===== src/rtl/sbs_pkg.sv =====
// Package of constants and types for the status byte and service request block.
package sbs_pkg;

  // ---------------------------------------------------------------------------
  // Widths
  // ---------------------------------------------------------------------------
  localparam int unsigned SBS_W = 8;

  // ---------------------------------------------------------------------------
  // Standard event flag bit positions
  // ---------------------------------------------------------------------------
  localparam int unsigned SBS_ESR_OPC = 0;
  localparam int unsigned SBS_ESR_RQC = 1;
  localparam int unsigned SBS_ESR_QYE = 2;
  localparam int unsigned SBS_ESR_DDE = 3;
  localparam int unsigned SBS_ESR_EXE = 4;
  localparam int unsigned SBS_ESR_CME = 5;
  localparam int unsigned SBS_ESR_URQ = 6;
  localparam int unsigned SBS_ESR_PON = 7;

  // ---------------------------------------------------------------------------
  // Summary status byte bit positions
  // ---------------------------------------------------------------------------
  localparam int unsigned SBS_STB_HW1 = 0;
  localparam int unsigned SBS_STB_HW2 = 1;
  localparam int unsigned SBS_STB_NU2 = 2;
  localparam int unsigned SBS_STB_QUE = 3;
  localparam int unsigned SBS_STB_MAV = 4;
  localparam int unsigned SBS_STB_ESB = 5;
  localparam int unsigned SBS_STB_RQS = 6;
  localparam int unsigned SBS_STB_OPR = 7;

  // ---------------------------------------------------------------------------
  // Masks and reset values
  // ---------------------------------------------------------------------------
  localparam logic [SBS_W-1:0] SBS_MSS_MASK  = 8'hbf;
  localparam logic [SBS_W-1:0] SBS_SRE_WMASK = 8'hbf;
  localparam logic [SBS_W-1:0] SBS_ESR_SMASK = 8'hbe;
  localparam logic [SBS_W-1:0] SBS_ESR_RST   = 8'h00;
  localparam logic [SBS_W-1:0] SBS_ESE_RST   = 8'h00;
  localparam logic [SBS_W-1:0] SBS_SRE_RST   = 8'h00;
  localparam logic [SBS_W-1:0] SBS_STB_RST   = 8'h00;
  localparam logic [SBS_W-1:0] SBS_ZERO      = 8'h00;

  // ---------------------------------------------------------------------------
  // Operation-complete tracking states
  // ---------------------------------------------------------------------------
  typedef enum logic [0:0] {
    SBS_OPC_IDLE = 1'b0,
    SBS_OPC_WAIT = 1'b1
  } sbs_opc_e;

endpackage


===== src/rtl/sbs_sticky_reg.sv =====
// Sticky event register: per-bit set, whole-register clear, set wins over clear.
`timescale 1ns/1ps
module sbs_sticky_reg #(
  parameter int unsigned     W   = 8,
  parameter logic [W-1:0]    RST = '0
) (
  input  wire logic         sys_clk,
  input  wire logic         rst_n,
  input  wire logic [W-1:0] set,
  input  wire logic         clr,
  output logic      [W-1:0] q
);

  // ---------------------------------------------------------------------------
  // Per-bit storage
  // ---------------------------------------------------------------------------
  // An event landing in the same cycle as a read-clear must survive, so the
  // set term is given priority over the clear.
  for (genvar i = 0; i < W; i++) begin : g_bit
    always_ff @(posedge sys_clk or negedge rst_n) begin
      if (!rst_n) begin
        q[i] <= RST[i];
      end else if (set[i]) begin
        q[i] <= 1'b1;
      end else if (clr) begin
        q[i] <= 1'b0;
      end
    end
  end

endmodule


===== src/rtl/sbs_status_top.sv =====
// Status byte, standard event and service request logic of the instrument.
//
// Overview of operation
// - Operation-complete flag sets only after the OPC command and all pending work idle.
// - Standard event flags clear when queried and on the clear-status command.
// - Controller reads event flags, reads and writes the event enable register.
// - Writing zero to the event enable register is its only clear.
// - An 8-bit status byte summarises register groups and the output queue.
// - An 8-bit service request mask enables status byte bits as request causes.
// - Each summary bit is true when any enabled event in its groups is true.
// - Bits: 7 operation, 5 standard event, 4 message ready, 3 questionable, 1-0 hardware.
// - Serial poll reports bit 6 as the request-service state.
// - Serial poll clears request-service; other bits untouched.
// - Status query bit 6 is master summary: OR of status byte AND mask, bit 6 excluded.
// - Bit 6 meaning follows access method and no enable bit masks it.
// - The status query changes no status byte bit.
// - Status query answer is the byte with master summary weighted 64, 0 to 255.
// - Status byte is read-only and follows only the summary inputs.
// - Clear-status clears all event registers and groups, but not the message-ready summary.
// - Event flags: 7 power-on, 5 command, 4 execution, 3 device, 2 query errors, 1 control.
// - Bit 6 of any value written to the service request mask is dropped.
`timescale 1ns/1ps
module sbs_status_top
  import sbs_pkg::*;
(
  input  wire logic                      sys_clk,
  input  wire logic                      rst_n,
  input  wire logic                      cmd_opc,
  input  wire logic                      ops_idle,
  input  wire logic                      cmd_cls,
  input  wire logic                      cmd_esr_rd,
  input  wire logic                      cmd_ese_rd,
  input  wire logic                      cmd_ese_wr,
  input  wire logic                      cmd_sre_rd,
  input  wire logic                      cmd_sre_wr,
  input  wire logic                      cmd_stb_rd,
  input  wire logic                      spoll_rd,
  input  wire logic [sbs_pkg::SBS_W-1:0] wr_data,
  input  wire logic [sbs_pkg::SBS_W-1:0] evt_set,
  input  wire logic                      sum_oper,
  input  wire logic                      sum_ques,
  input  wire logic                      sum_hw2,
  input  wire logic                      sum_hw1,
  input  wire logic                      mav,
  output logic                           rsp_valid_q,
  output logic      [sbs_pkg::SBS_W-1:0] rsp_data_q,
  output logic                           spoll_valid_q,
  output logic      [sbs_pkg::SBS_W-1:0] spoll_data_q,
  output logic                           srq_q,
  output logic                           grp_clr_q
);
  import sbs_pkg::*;

  // ---------------------------------------------------------------------------
  // Declarations
  // ---------------------------------------------------------------------------
  logic [SBS_W-1:0] esr_q;
  logic [SBS_W-1:0] esr_set;
  logic             esr_clr;
  logic [SBS_W-1:0] ese_q;
  logic [SBS_W-1:0] sre_q;
  logic [SBS_W-1:0] stb_d;
  logic [SBS_W-1:0] stb_q;
  logic             esb;
  logic             mss;
  logic             mss_prev_q;
  logic             mss_rise;
  logic             rqs_q;
  logic             por_pend_q;
  logic             opc_done;
  sbs_opc_e         opc_st_q;

  // ---------------------------------------------------------------------------
  // Operation-complete tracking
  // ---------------------------------------------------------------------------
  // Clear-status abandons a pending wait, so a stale request cannot later set
  // the flag after software has wiped the register.
  always_ff @(posedge sys_clk or negedge rst_n) begin
    if (!rst_n) begin
      opc_st_q <= SBS_OPC_IDLE;
    end else if (cmd_cls) begin
      opc_st_q <= SBS_OPC_IDLE;
    end else begin
      unique case (opc_st_q)
        SBS_OPC_IDLE: begin
          if (cmd_opc) begin
            opc_st_q <= SBS_OPC_WAIT;
          end
        end
        SBS_OPC_WAIT: begin
          if (ops_idle) begin
            opc_st_q <= SBS_OPC_IDLE;
          end
        end
      endcase
    end
  end

  assign opc_done = (opc_st_q == SBS_OPC_WAIT) && ops_idle && !cmd_cls;

  // ---------------------------------------------------------------------------
  // Power-on flag
  // ---------------------------------------------------------------------------
  always_ff @(posedge sys_clk or negedge rst_n) begin
    if (!rst_n) begin
      por_pend_q <= 1'b1;
    end else begin
      por_pend_q <= 1'b0;
    end
  end

  // ---------------------------------------------------------------------------
  // Standard event flags
  // ---------------------------------------------------------------------------
  always_comb begin
    esr_set              = evt_set & SBS_ESR_SMASK;
    esr_set[SBS_ESR_OPC] = opc_done;
    esr_set[SBS_ESR_PON] = evt_set[SBS_ESR_PON] | por_pend_q;
    esr_set[SBS_ESR_URQ] = 1'b0;
  end

  assign esr_clr = cmd_esr_rd | cmd_cls;

  sbs_sticky_reg #(
    .W   (SBS_W),
    .RST (SBS_ESR_RST)
  ) u_esr (
    .sys_clk (sys_clk),
    .rst_n   (rst_n),
    .set     (esr_set),
    .clr     (esr_clr),
    .q       (esr_q)
  );

  // ---------------------------------------------------------------------------
  // Enable and mask registers
  // ---------------------------------------------------------------------------
  always_ff @(posedge sys_clk or negedge rst_n) begin
    if (!rst_n) begin
      ese_q <= SBS_ESE_RST;
    end else if (cmd_ese_wr) begin
      ese_q <= wr_data;
    end
  end

  always_ff @(posedge sys_clk or negedge rst_n) begin
    if (!rst_n) begin
      sre_q <= SBS_SRE_RST;
    end else if (cmd_sre_wr) begin
      sre_q <= wr_data & SBS_SRE_WMASK;
    end
  end

  // ---------------------------------------------------------------------------
  // Status byte
  // ---------------------------------------------------------------------------
  // The byte is rebuilt from the summaries every cycle; nothing writes it.
  assign esb = |(esr_q & ese_q);

  always_comb begin
    stb_d              = SBS_ZERO;
    stb_d[SBS_STB_OPR] = sum_oper;
    stb_d[SBS_STB_ESB] = esb;
    stb_d[SBS_STB_MAV] = mav;
    stb_d[SBS_STB_QUE] = sum_ques;
    stb_d[SBS_STB_HW2] = sum_hw2;
    stb_d[SBS_STB_HW1] = sum_hw1;
  end

  always_ff @(posedge sys_clk or negedge rst_n) begin
    if (!rst_n) begin
      stb_q <= SBS_STB_RST;
    end else begin
      stb_q <= stb_d;
    end
  end

  // ---------------------------------------------------------------------------
  // Master summary and request service
  // ---------------------------------------------------------------------------
  // Bit 6 is excluded from the product, so no mask bit can gate it.
  assign mss      = |(stb_q & sre_q & SBS_MSS_MASK);
  assign mss_rise = mss && !mss_prev_q;

  always_ff @(posedge sys_clk or negedge rst_n) begin
    if (!rst_n) begin
      mss_prev_q <= 1'b0;
    end else begin
      mss_prev_q <= mss;
    end
  end

  // A fresh reason for service in the poll cycle wins over the poll's clear.
  always_ff @(posedge sys_clk or negedge rst_n) begin
    if (!rst_n) begin
      rqs_q <= 1'b0;
    end else if (mss_rise) begin
      rqs_q <= 1'b1;
    end else if (spoll_rd || !mss) begin
      rqs_q <= 1'b0;
    end
  end

  always_ff @(posedge sys_clk or negedge rst_n) begin
    if (!rst_n) begin
      srq_q <= 1'b0;
    end else begin
      srq_q <= mss_rise || (rqs_q && mss && !spoll_rd);
    end
  end

  // ---------------------------------------------------------------------------
  // Serial poll answer
  // ---------------------------------------------------------------------------
  always_ff @(posedge sys_clk or negedge rst_n) begin
    if (!rst_n) begin
      spoll_valid_q <= 1'b0;
      spoll_data_q  <= SBS_ZERO;
    end else begin
      spoll_valid_q <= spoll_rd;
      if (spoll_rd) begin
        spoll_data_q              <= stb_q;
        spoll_data_q[SBS_STB_RQS] <= rqs_q;
      end
    end
  end

  // ---------------------------------------------------------------------------
  // Query answers
  // ---------------------------------------------------------------------------
  // One query per cycle is expected; if several collide the order below picks.
  always_ff @(posedge sys_clk or negedge rst_n) begin
    if (!rst_n) begin
      rsp_valid_q <= 1'b0;
      rsp_data_q  <= SBS_ZERO;
    end else begin
      rsp_valid_q <= cmd_esr_rd | cmd_ese_rd | cmd_sre_rd | cmd_stb_rd;
      if (cmd_esr_rd) begin
        rsp_data_q <= esr_q;
      end else if (cmd_ese_rd) begin
        rsp_data_q <= ese_q;
      end else if (cmd_sre_rd) begin
        rsp_data_q <= sre_q;
      end else if (cmd_stb_rd) begin
        rsp_data_q              <= stb_q;
        rsp_data_q[SBS_STB_RQS] <= mss;
      end
    end
  end

  // ---------------------------------------------------------------------------
  // Group clear strobe
  // ---------------------------------------------------------------------------
  // The outside groups clear their own event registers on this pulse; the
  // output queue must not listen to it.
  always_ff @(posedge sys_clk or negedge rst_n) begin
    if (!rst_n) begin
      grp_clr_q <= 1'b0;
    end else begin
      grp_clr_q <= cmd_cls;
    end
  end
endmodule


===== config.mk =====
export PLATFORM = sky130hd
export DESIGN_NAME = sbs_status_top
export DESIGN_NICKNAME = d
export VERILOG_FILES = /design/src/rtl/sbs_pkg.sv /design/src/rtl/sbs_sticky_reg.sv /design/src/rtl/sbs_status_top.sv
export SDC_FILE = /design/constraint.sdc
export NUM_CORES = 1
export LEC_CHECK = 0
export BUFFER_PORTS_ARGS = -buffer_cell sky130_fd_sc_hd__buf_2
export CORE_ASPECT_RATIO = 0.75
export CORE_MARGIN = 2
export CORE_UTILIZATION = 47
export DETAILED_ROUTE_END_ITERATION = 8
export PLACE_DENSITY = 0.75
export SETUP_SLACK_MARGIN = 0.3
export SLEW_MARGIN = 20
export SYNTH_ARGS = -nofsm -noshare
export SYNTH_HDL_FRONTEND = slang
export SYNTH_SLANG_ARGS = --single-unit

===== constraint.sdc =====
create_clock -name sys_clk -period 1 [get_ports sys_clk]
set_input_delay 0.1 -clock sys_clk [delete_from_list [all_inputs] [get_ports sys_clk]]
set_output_delay 0.1 -clock sys_clk [all_outputs]
set_load 0.02 [all_outputs]

==> results.cfg, run 1 <==
[status]
status = finished with violations
violations = negative hold slack, negative setup slack

[power_and_ir_drop]
ir_drop_v = 0.000908
leakage_uw = 0.00141
pwr_density_cell_nw_per_um2 = 1600

[floorplanning]
io_pins = 53
die_h_um = 61.3
die_area_um2 = 4930
start_util_pct = 49.9
core_area_um2 = 4130
row_count = 20
die_x_um = 80.4

[hold_path]
min_path_type = in2async

[clocking]
path_clk_slew_ns = 0.09
cts_max_path_buffers = 2
clk_latency_ns = 0.30
cts_max_level = 2
clockRootBuffer = clkbuf_8
cts_inserted_buffers = 5
clock-sinks = 51
cts_tree = done
cts_hold_buf = 11

[timing]
grt_setup_unrepaired = true
final.setup_skew_ns = 0.00673
max_freq_ghz = 0.908
setup_ws_ns = -0.101
finalSetupViolCount = 11
whs_ns = -0.322
min_period_over_period_pct = 110
final_hold_viol_count = 51
fin_crit_ns = 1.10
tns_ns = -0.689
slew_violations = 0

[setup_path]
crit_path_start_kind = flip-flop
critPathArrivalTime_ns = 1.26
crit_type = reg2reg
path_max_fanout = 3
cp.required_ns = 1.16
timing.rr.start = ese_q[3]$_DFFE_PN0P_
worstSetupEndpointType = flip-flop
cp-startpoint = ese_q[3]$_DFFE_PN0P_

[global_routing]
grt_max_degree = 40
grt_pass1_vias = 1489
grt_overflow = 0
antenna_found_initial = 0
grt_pass1_wl_um = 7470
grtUsageTotal_pct = 20.4

[routing]
vias = 1521
drc_errors = 0
routed_wl_um = 4570
drt_iter0_markers = 108
drt_first_pass_iters = 4
wire_per_inst_um = 15.6
antenna_left = 0
via_per_inst = 5.19

[synth]
synth.distinct_cells = 30
synth_seq_cells = 51
synth.avg_cell_area_um2 = 13.1
synthCells = 157
synth_warnings = 0
synth_area_um2 = 2060
synth-seq-area-share_pct = 62.0

[run]
drv_cap = 0

[finish]
syn2layout_area_growth_pct = 44.7
drive_above_1_share_pct = 51.7
final_cells = 293
layout.nets = 270
diodes = 0

[place]
place_congestion = 0.766
dpl_worst_slack_ns = -0.219
dp_hpwl_um = 2900
dp_cells = 265
portBuffers = 49
-- cells by family (layout without fill, tap and decap cells) --
group,Yosys count,after routing,share of synthesized area (%)
compound gates,34,34,11.8
buf+inv,13,93,3.58
flops,51,51,62.0
mux,28,28,15.2
simple gates,30,30,7.17
other cells,1,2,0.182
-- metal layers --
layer  part of all wire, %  wire length (um)  global-route usage [%]
met3                   3.5               160                    3.52
met1                    46              2110                    29.5
met5                     0                 0                       0
met2                    50              2290                    33.3
met4                  0.39                18                    4.36
-- cells in the mapped netlist --
| master | n | share of area, % |
|---|---|---|
| o21ai_0 | 2 | 0.49 |
| inv_1 | 3 | 0.55 |
| buf_4 | 2 | 0.73 |
| a31oi_1 | 7 | 2.1 |
| nand2b_1 | 1 | 0.30 |
| and3_1 | 1 | 0.30 |
| a21o_1 | 5 | 1.8 |
| a211o_1 | 2 | 0.85 |
| a21oi_1 | 2 | 0.49 |
| clkbuf_1 | 3 | 0.55 |
| o31a_1 | 1 | 0.43 |
| clkinv_1 | 1 | 0.18 |
| a22oi_1 | 6 | 2.2 |
| conb_1 | 1 | 0.18 |
| or2b_1 | 6 | 2.2 |
| o211ai_1 | 6 | 2.2 |
| or4_1 | 1 | 0.36 |
| dfstp_2 | 1 | 1.3 |
| mux2_2 | 27 | 15 |
| mux2i_1 | 1 | 0.49 |
| nand3_1 | 1 | 0.24 |
| buf_6 | 2 | 1.1 |
| nor2_1 | 10 | 1.8 |
| a222oi_1 | 1 | 0.49 |
| a221oi_1 | 1 | 0.43 |
| nor2b_1 | 1 | 0.30 |
| buf_2 | 2 | 0.49 |
| o22ai_1 | 1 | 0.30 |
| nand2_1 | 9 | 1.6 |
| dfrtp_1 | 50 | 61 |
-- sequential cells by signal, summed over array words and instances (netlist names) --
register and count:
ese_q 8, grp_clr_q 1, mss_prev_q 1, opc_st_q 1, por_pend_q 1, rqs_q 1, rsp_data_q 8, rsp_valid_q 1
spoll_data_q 7, spoll_valid_q 1, sre_q 7, srq_q 1, stb_q 6, u_esr.q 7
-- area by class of cell --
type                            count  area (um^2)
Tap cell                           55         68.8
Multi-Input combinational cell     94          818
Inverter                            4         16.3
Sequential cell                    51         1290
Clock inverter                      1         30.0
Fill cell                         289         1150
Clock buffer                        7         76.3
Timing Repair Buffer               81          683
-- power breakdown --
part / internal, uW / leakage (uW) / switching [uW]
clock network: 749 / 0.0000524 / 632
registers: 2260 / 0.000585 / 146
logic: 567 / 0.000771 / 413
total: 3570 / 0.00141 / 1190
-- metrics by stage --
step | total power (uW) | instance area, um^2 | util, % | hold slack [ns]
after global routing | 4990 | 2980 | 72.2 | -0.318
final | 4760 | 2980 | 72.2 | -0.322
after detailed placement | 3100 | 2430 | 58.9 | 0.00712
after global placement | 3080 | 2430 | 58.9 | 0.00733
after floorplan | 2800 | 2080 | - | -0.196
after CTS | 4740 | 2930 | 70.9 | -0.318
-- worst max-delay path: stages (launching register included) --
cell      delay [ns]
dfrtp_1         0.40
a222oi_1        0.45
nand3_1         0.12
-- path summary, 6_finish.rpt --
kind                       cells after the start  slack, ns                     endpoint
max in group asynchronous                      2       0.81  spoll_data_q[5]$_DFFE_PN0P_
min reg2reg                                    1       0.47            rqs_q$_DFFE_PN0P_
max                                            2      -0.10           stb_q[5]$_DFF_PN0_
min                                            1      -0.32         sre_q[7]$_DFFE_PN0P_
min in group sys_clk                           2          0       u_esr.q[7]$_DFFE_PN0P_
max reg2reg                                    2      -0.10           stb_q[5]$_DFF_PN0_
-- layout by cell type, fill, tap and decap left out, types with 2 or more instances in the layout --
master	netlist	layout
a31oi_1	7	7
a21o_1	5	5
a22oi_2	0	2
buf_2	2	29
or2b_1	6	6
a22oi_1	6	4
mux2_2	27	10
a211o_1	2	2
mux2_4	0	17
dfrtp_1	50	43
dlygate4sd3_1	0	10
buf_6	2	28
nor2_1	10	10
o211ai_1	6	6
conb_1	1	2
buf_4	2	12
a21oi_2	0	2
nand2_1	9	9
inv_2	0	2
clkbuf_1	3	2
clkbuf_8	0	5
dfrtp_2	0	7
-- timing repair --
item	in CTS	in global routing
hold endpoints to repair	26	12
endpoints found under the setup margin	58	61
setup buffers	6	2
pin swaps	7	3
gates cloned	1	0
resized for setup	68	10
Power figures use the tool's default switching activity.
==> run 2, diff against run 1 <==
--- a/config.mk
+++ b/config.mk
@@ -12,6 +12,7 @@
 export DETAILED_ROUTE_END_ITERATION = 8
 export PLACE_DENSITY = 0.75
 export SETUP_SLACK_MARGIN = 0.3
+export SKIP_CTS_REPAIR_TIMING = 1
 export SLEW_MARGIN = 20
 export SYNTH_ARGS = -nofsm -noshare
 export SYNTH_HDL_FRONTEND = slang
==> results.cfg, run 2 (synthesis results as in run 1) <==
[setup_path]
cp.required_ns = 1.17
worstSetupEndpointType = flip-flop
critPathArrivalTime_ns = 1.28
crit_path_start_kind = flip-flop
crit_type = reg2reg
path_max_fanout = 3

[clocking]
cts_tree = done
clockRootBuffer = clkbuf_8
cts_max_level = 2
cts_max_path_buffers = 2
path_clk_slew_ns = 0.09
clock-sinks = 51
clk_latency_ns = 0.29
cts_inserted_buffers = 5

[power_and_ir_drop]
leakage_uw = 0.00139
switchingPower_uw = 1180
total_power_uw = 4750
clkPwrFrac_pct = 29.1
pwr_density_cell_nw_per_um2 = 1600
seq_power_share_pct = 50.6
ir_drop_v = 0.000897
comb_power_share_pct = 20.3
p_int_uw = 3570
sw_frac_of_total_pct = 24.9

[finish]
final_cell_mix = 43 x dfrtp_1, 29 x buf_6, 28 x buf_2
multiInputGateArea_um2 = 808
final_common_cell = dfrtp_1
drive_above_1_share_pct = 51.5
layout.nets = 269
diodes = 0
final_area_um2 = 2960
n_fill_cell = 299
final_cells = 292
top_regs = ese_q x8, rsp_data_q x8
register_area_um2 = 1290
syn2layout_area_growth_pct = 43.9

[floorplanning]
die_x_um = 80.4
die_area_um2 = 4930
core_area_um2 = 4130
die_h_um = 61.3
row_count = 20
start_util_pct = 49.9
io_pins = 53

[global_routing]
antenna_found_initial = 0
grt_max_degree = 40
grt_pass1_wl_um = 6380
grt_overflow = 0
grtUsageTotal_pct = 17.4
grt_pass1_vias = 1321

[place]
dpl_worst_slack_ns = -0.219
dp_cells = 265
placed_area_um2 = 2430
portBuffers = 49
dp_hpwl_um = 2900
place_congestion = 0.766

[timing]
finalSetupViolCount = 11
whs_ns = -0.319
final_hold_viol_count = 54
final.setup_skew_ns = 0.00689
setup_ws_ns = -0.107
grt_setup_unrepaired = true
max_freq_ghz = 0.903
fin_crit_ns = 1.11
slew_violations = 0
min_period_over_period_pct = 111

[routing]
wl_met1_um = 2050
highest_layer = met3
drt_first_pass_iters = 4
drc_errors = 0
vias = 1534
wl_met3_um = 198
routed_wl_um = 4480
drt_iter0_markers = 97
wire_per_inst_um = 15.3
antenna_left = 0
via_per_inst = 5.25
met2_length_um = 2240

[run]
drv_cap = 0

[hold_path]
min_path_type = in2async

[status]
violations = negative hold slack, negative setup slack
status = finished with violations
-- run 2: cell types whose count changed in the layout (fill, tap and decap cells not counted), sizes merged --
cell          before  now
dlymetal6s4s       1    0
-- run 2: layer usage --
metal / global-route usage (%) / up-vias
li1: - / 718
met1: 26.3 / 776
met2: 25.5 / 40
met3: 3.96 / 0
met4: 5.08 / 0
met5: 0 / -
-- run 2: cell type report --
cell class,instances,area share (%)
Clock buffer,7,2.58
Multi-Input combinational cell,94,27.3
Tap cell,55,2.32
Inverter,4,0.549
Timing Repair Buffer,80,22.8
Clock inverter,1,1.01
Sequential cell,51,43.4
-- run 2: path summary, 6_finish.rpt --
path / startpoint / end / slack, ns / cells past startpoint
worst max-delay path: sre_q[7]$_DFFE_PN0P_ / rsp_data_q[7]$_DFFE_PN0P_ / -0.11 / 3
worst min-delay path: rst_n / sre_q[7]$_DFFE_PN0P_ / -0.32 / 1
worst max register to register: sre_q[7]$_DFFE_PN0P_ / rsp_data_q[7]$_DFFE_PN0P_ / -0.11 / 3
worst min register to register: mss_prev_q$_DFF_PN0_ / rqs_q$_DFFE_PN0P_ / 0.47 / 1
max in group asynchronous: rst_n / spoll_data_q[5]$_DFFE_PN0P_ / 0.81 / 2
min in group sys_clk: evt_set[5] / u_esr.q[5]$_DFFE_PN0P_ / -0.02 / 2
-- run 2: critical path, cell delays in order, from the launching register on --
cell and delay, ns:
dfrtp_1 0.43, mux2_2 0.28, o211ai_1 0.17, a31oi_1 0.10
-- run 2: power by group through the flow --
stage | Clock, uW | Sequential [uW] | Combinational [uW]
after floorplan | 0 | 2490 | 305
after global placement | 0 | 2400 | 677
after detailed placement | 0 | 2410 | 690
after CTS | 1410 | 2370 | 691
after global routing | 1520 | 2420 | 1040
final | 1380 | 2400 | 965
-- run 2: stage by stage --
| stage | utilization, % | hold WS (ns) | TNS [ns] |
|---|---|---|---|
| after floorplan | - | -0.196 | -0.670 |
| after CTS | 61.5 | -0.318 | -0.907 |
| final | 71.8 | -0.319 | -0.735 |
| after detailed placement | 58.9 | 0.00712 | -1.83 |
| after global placement | 58.9 | 0.00733 | -1.57 |
| after global routing | 71.8 | -0.323 | -1.34 |
==> run 3, diff against run 2 <==
--- a/config.mk
+++ b/config.mk
@@ -10,10 +10,9 @@
 export CORE_MARGIN = 2
 export CORE_UTILIZATION = 47
 export DETAILED_ROUTE_END_ITERATION = 8
-export PLACE_DENSITY = 0.75
-export SETUP_SLACK_MARGIN = 0.3
+export PLACE_DENSITY = 0.73
 export SKIP_CTS_REPAIR_TIMING = 1
-export SLEW_MARGIN = 20
+export SLEW_MARGIN = 40
 export SYNTH_ARGS = -nofsm -noshare
 export SYNTH_HDL_FRONTEND = slang
 export SYNTH_SLANG_ARGS = --single-unit
==> results.cfg, run 3 (synthesis results as in run 1) <==
[setup_path]
cpLargestDelayFamily = compound AO/OA/AOI/OAI gates
path_buf_inv = 0
crit_chain = a222oi_1 -> nand3_1
path_max_fanout = 3
crit_path_top_delay_cell = a222oi_1
worstSetupEndpointType = flip-flop
crit_type = reg2reg
critPathArrivalTime_ns = 1.30
slowest_delay_ns = 0.46
cp.required_ns = 1.17
crit_path_start_kind = flip-flop

[place]
dp_hpwl_um = 3190
place_congestion = 0.827
dp_cells = 266
portBuffers = 49
placed_area_um2 = 2430
dpl_worst_slack_ns = -0.230

[floorplanning]
core_area_um2 = 4130
start_util_pct = 49.9
row_count = 20
die_area_um2 = 4930
die_h_um = 61.3
io_pins = 53
die_x_um = 80.4

[finish]
diodes = 0
top_regs = ese_q x8, rsp_data_q x8
syn2layout_area_growth_pct = 31.2
drive_above_1_share_pct = 44.3
final_cell_mix = 50 x dfrtp_1, 49 x buf_2, 22 x mux2_2
layout.nets = 267
final_common_cell = dfrtp_1
final_area_um2 = 2700
finish.utilization_pct = 65.5
final_cells = 290

[timing]
whs_ns = 0.0179
min_period_over_period_pct = 113
fin_crit_ns = 1.13
final.setup_skew_ns = 0.00235
setup_ws_ns = -0.126
final_hold_viol_count = 0
slew_violations = 0
max_freq_ghz = 0.888
grt_setup_unrepaired = true
finalSetupViolCount = 12

[routing]
wire_per_inst_um = 15.4
routed_wl_um = 4470
vias = 1518
via_per_inst = 5.23
drt_first_pass_iters = 4
antenna_left = 0
drc_errors = 0
drt_iter0_markers = 79

[global_routing]
grt_max_degree = 52
antenna_found_initial = 0
grt_pass1_wl_um = 6870
grt_overflow = 0
grt_pass1_vias = 1471
grtUsageTotal_pct = 19.4

[clocking]
clockRootBuffer = clkbuf_8
cts_tree = done
cts_inserted_buffers = 5
clock-sinks = 51
cts_max_level = 2
path_clk_slew_ns = 0.09
clk_latency_ns = 0.31
cts_max_path_buffers = 2

[status]
status = finished with violations
violations = negative setup slack

[hold_path]
min_path_type = in2reg

[run]
drv_cap = 0

[power_and_ir_drop]
pwr_density_cell_nw_per_um2 = 1590
ir_drop_v = 0.000894
leakage_uw = 0.00128
-- run 3: final timing paths --
kind / startpoint / end / slack (ns) / cells after the start
worst max-delay path: ese_q[3]$_DFFE_PN0P_ / stb_q[5]$_DFF_PN0_ / -0.13 / 2
worst min-delay path: spoll_rd / spoll_valid_q$_DFF_PN0_ / 0.02 / 1
worst max register to register: ese_q[3]$_DFFE_PN0P_ / stb_q[5]$_DFF_PN0_ / -0.13 / 2
worst min register to register: mss_prev_q$_DFF_PN0_ / srq_q$_DFF_PN0_ / 0.45 / 1
max in group asynchronous: rst_n / por_pend_q$_DFF_PN1_ / 0.42 / 3
min in group asynchronous: rst_n / u_esr.q[1]$_DFFE_PN0P_ / 0.32 / 3
-- run 3: where the power goes --
group	leakage [uW]	switching [uW]	internal, uW
sequential	0.000592	121	2250
combinational	0.000638	381	396
clock	0.0000477	658	480
total	0.00128	1160	3130
-- run 3: per-layer routing --
layer / wire [um] / track usage (%) / vias up / share of wire [%]
met1: 1890 / 24.4 / 751 / 42
met3: 267 / 4.11 / 8 / 6.0
met5: 0 / 0 / - / 0
met4: 97 / 12.1 / 0 / 2.2
met2: 2210 / 31.7 / 45 / 49
li1: - / - / 714 / -
-- run 3: worst reg2reg max path, stage by stage (launching register included) --
cell and delay [ns]:
dfrtp_1 0.42, a222oi_1 0.46, nand3_1 0.12
-- run 3: final cells by class --
| class | instances | area, um^2 |
|---|---|---|
| timing repair buffer | 78 | 512 |
| tap | 55 | 68.8 |
| fill | 340 | 1430 |
| clock buffer | 5 | 68.8 |
| multi-input combinational | 94 | 746 |
| sequential | 51 | 1280 |
| clock inverter | 3 | 15.0 |
| inverter | 4 | 15.0 |
-- run 3: through the flow --
stage / TNS (ns) / power (uW)
after detailed placement: -1.87 / 3110
after global routing: -1.21 / 4490
final: -0.733 / 4290
after CTS: -0.930 / 4240
after global placement: -1.49 / 3070
after floorplan: -0.674 / 2790
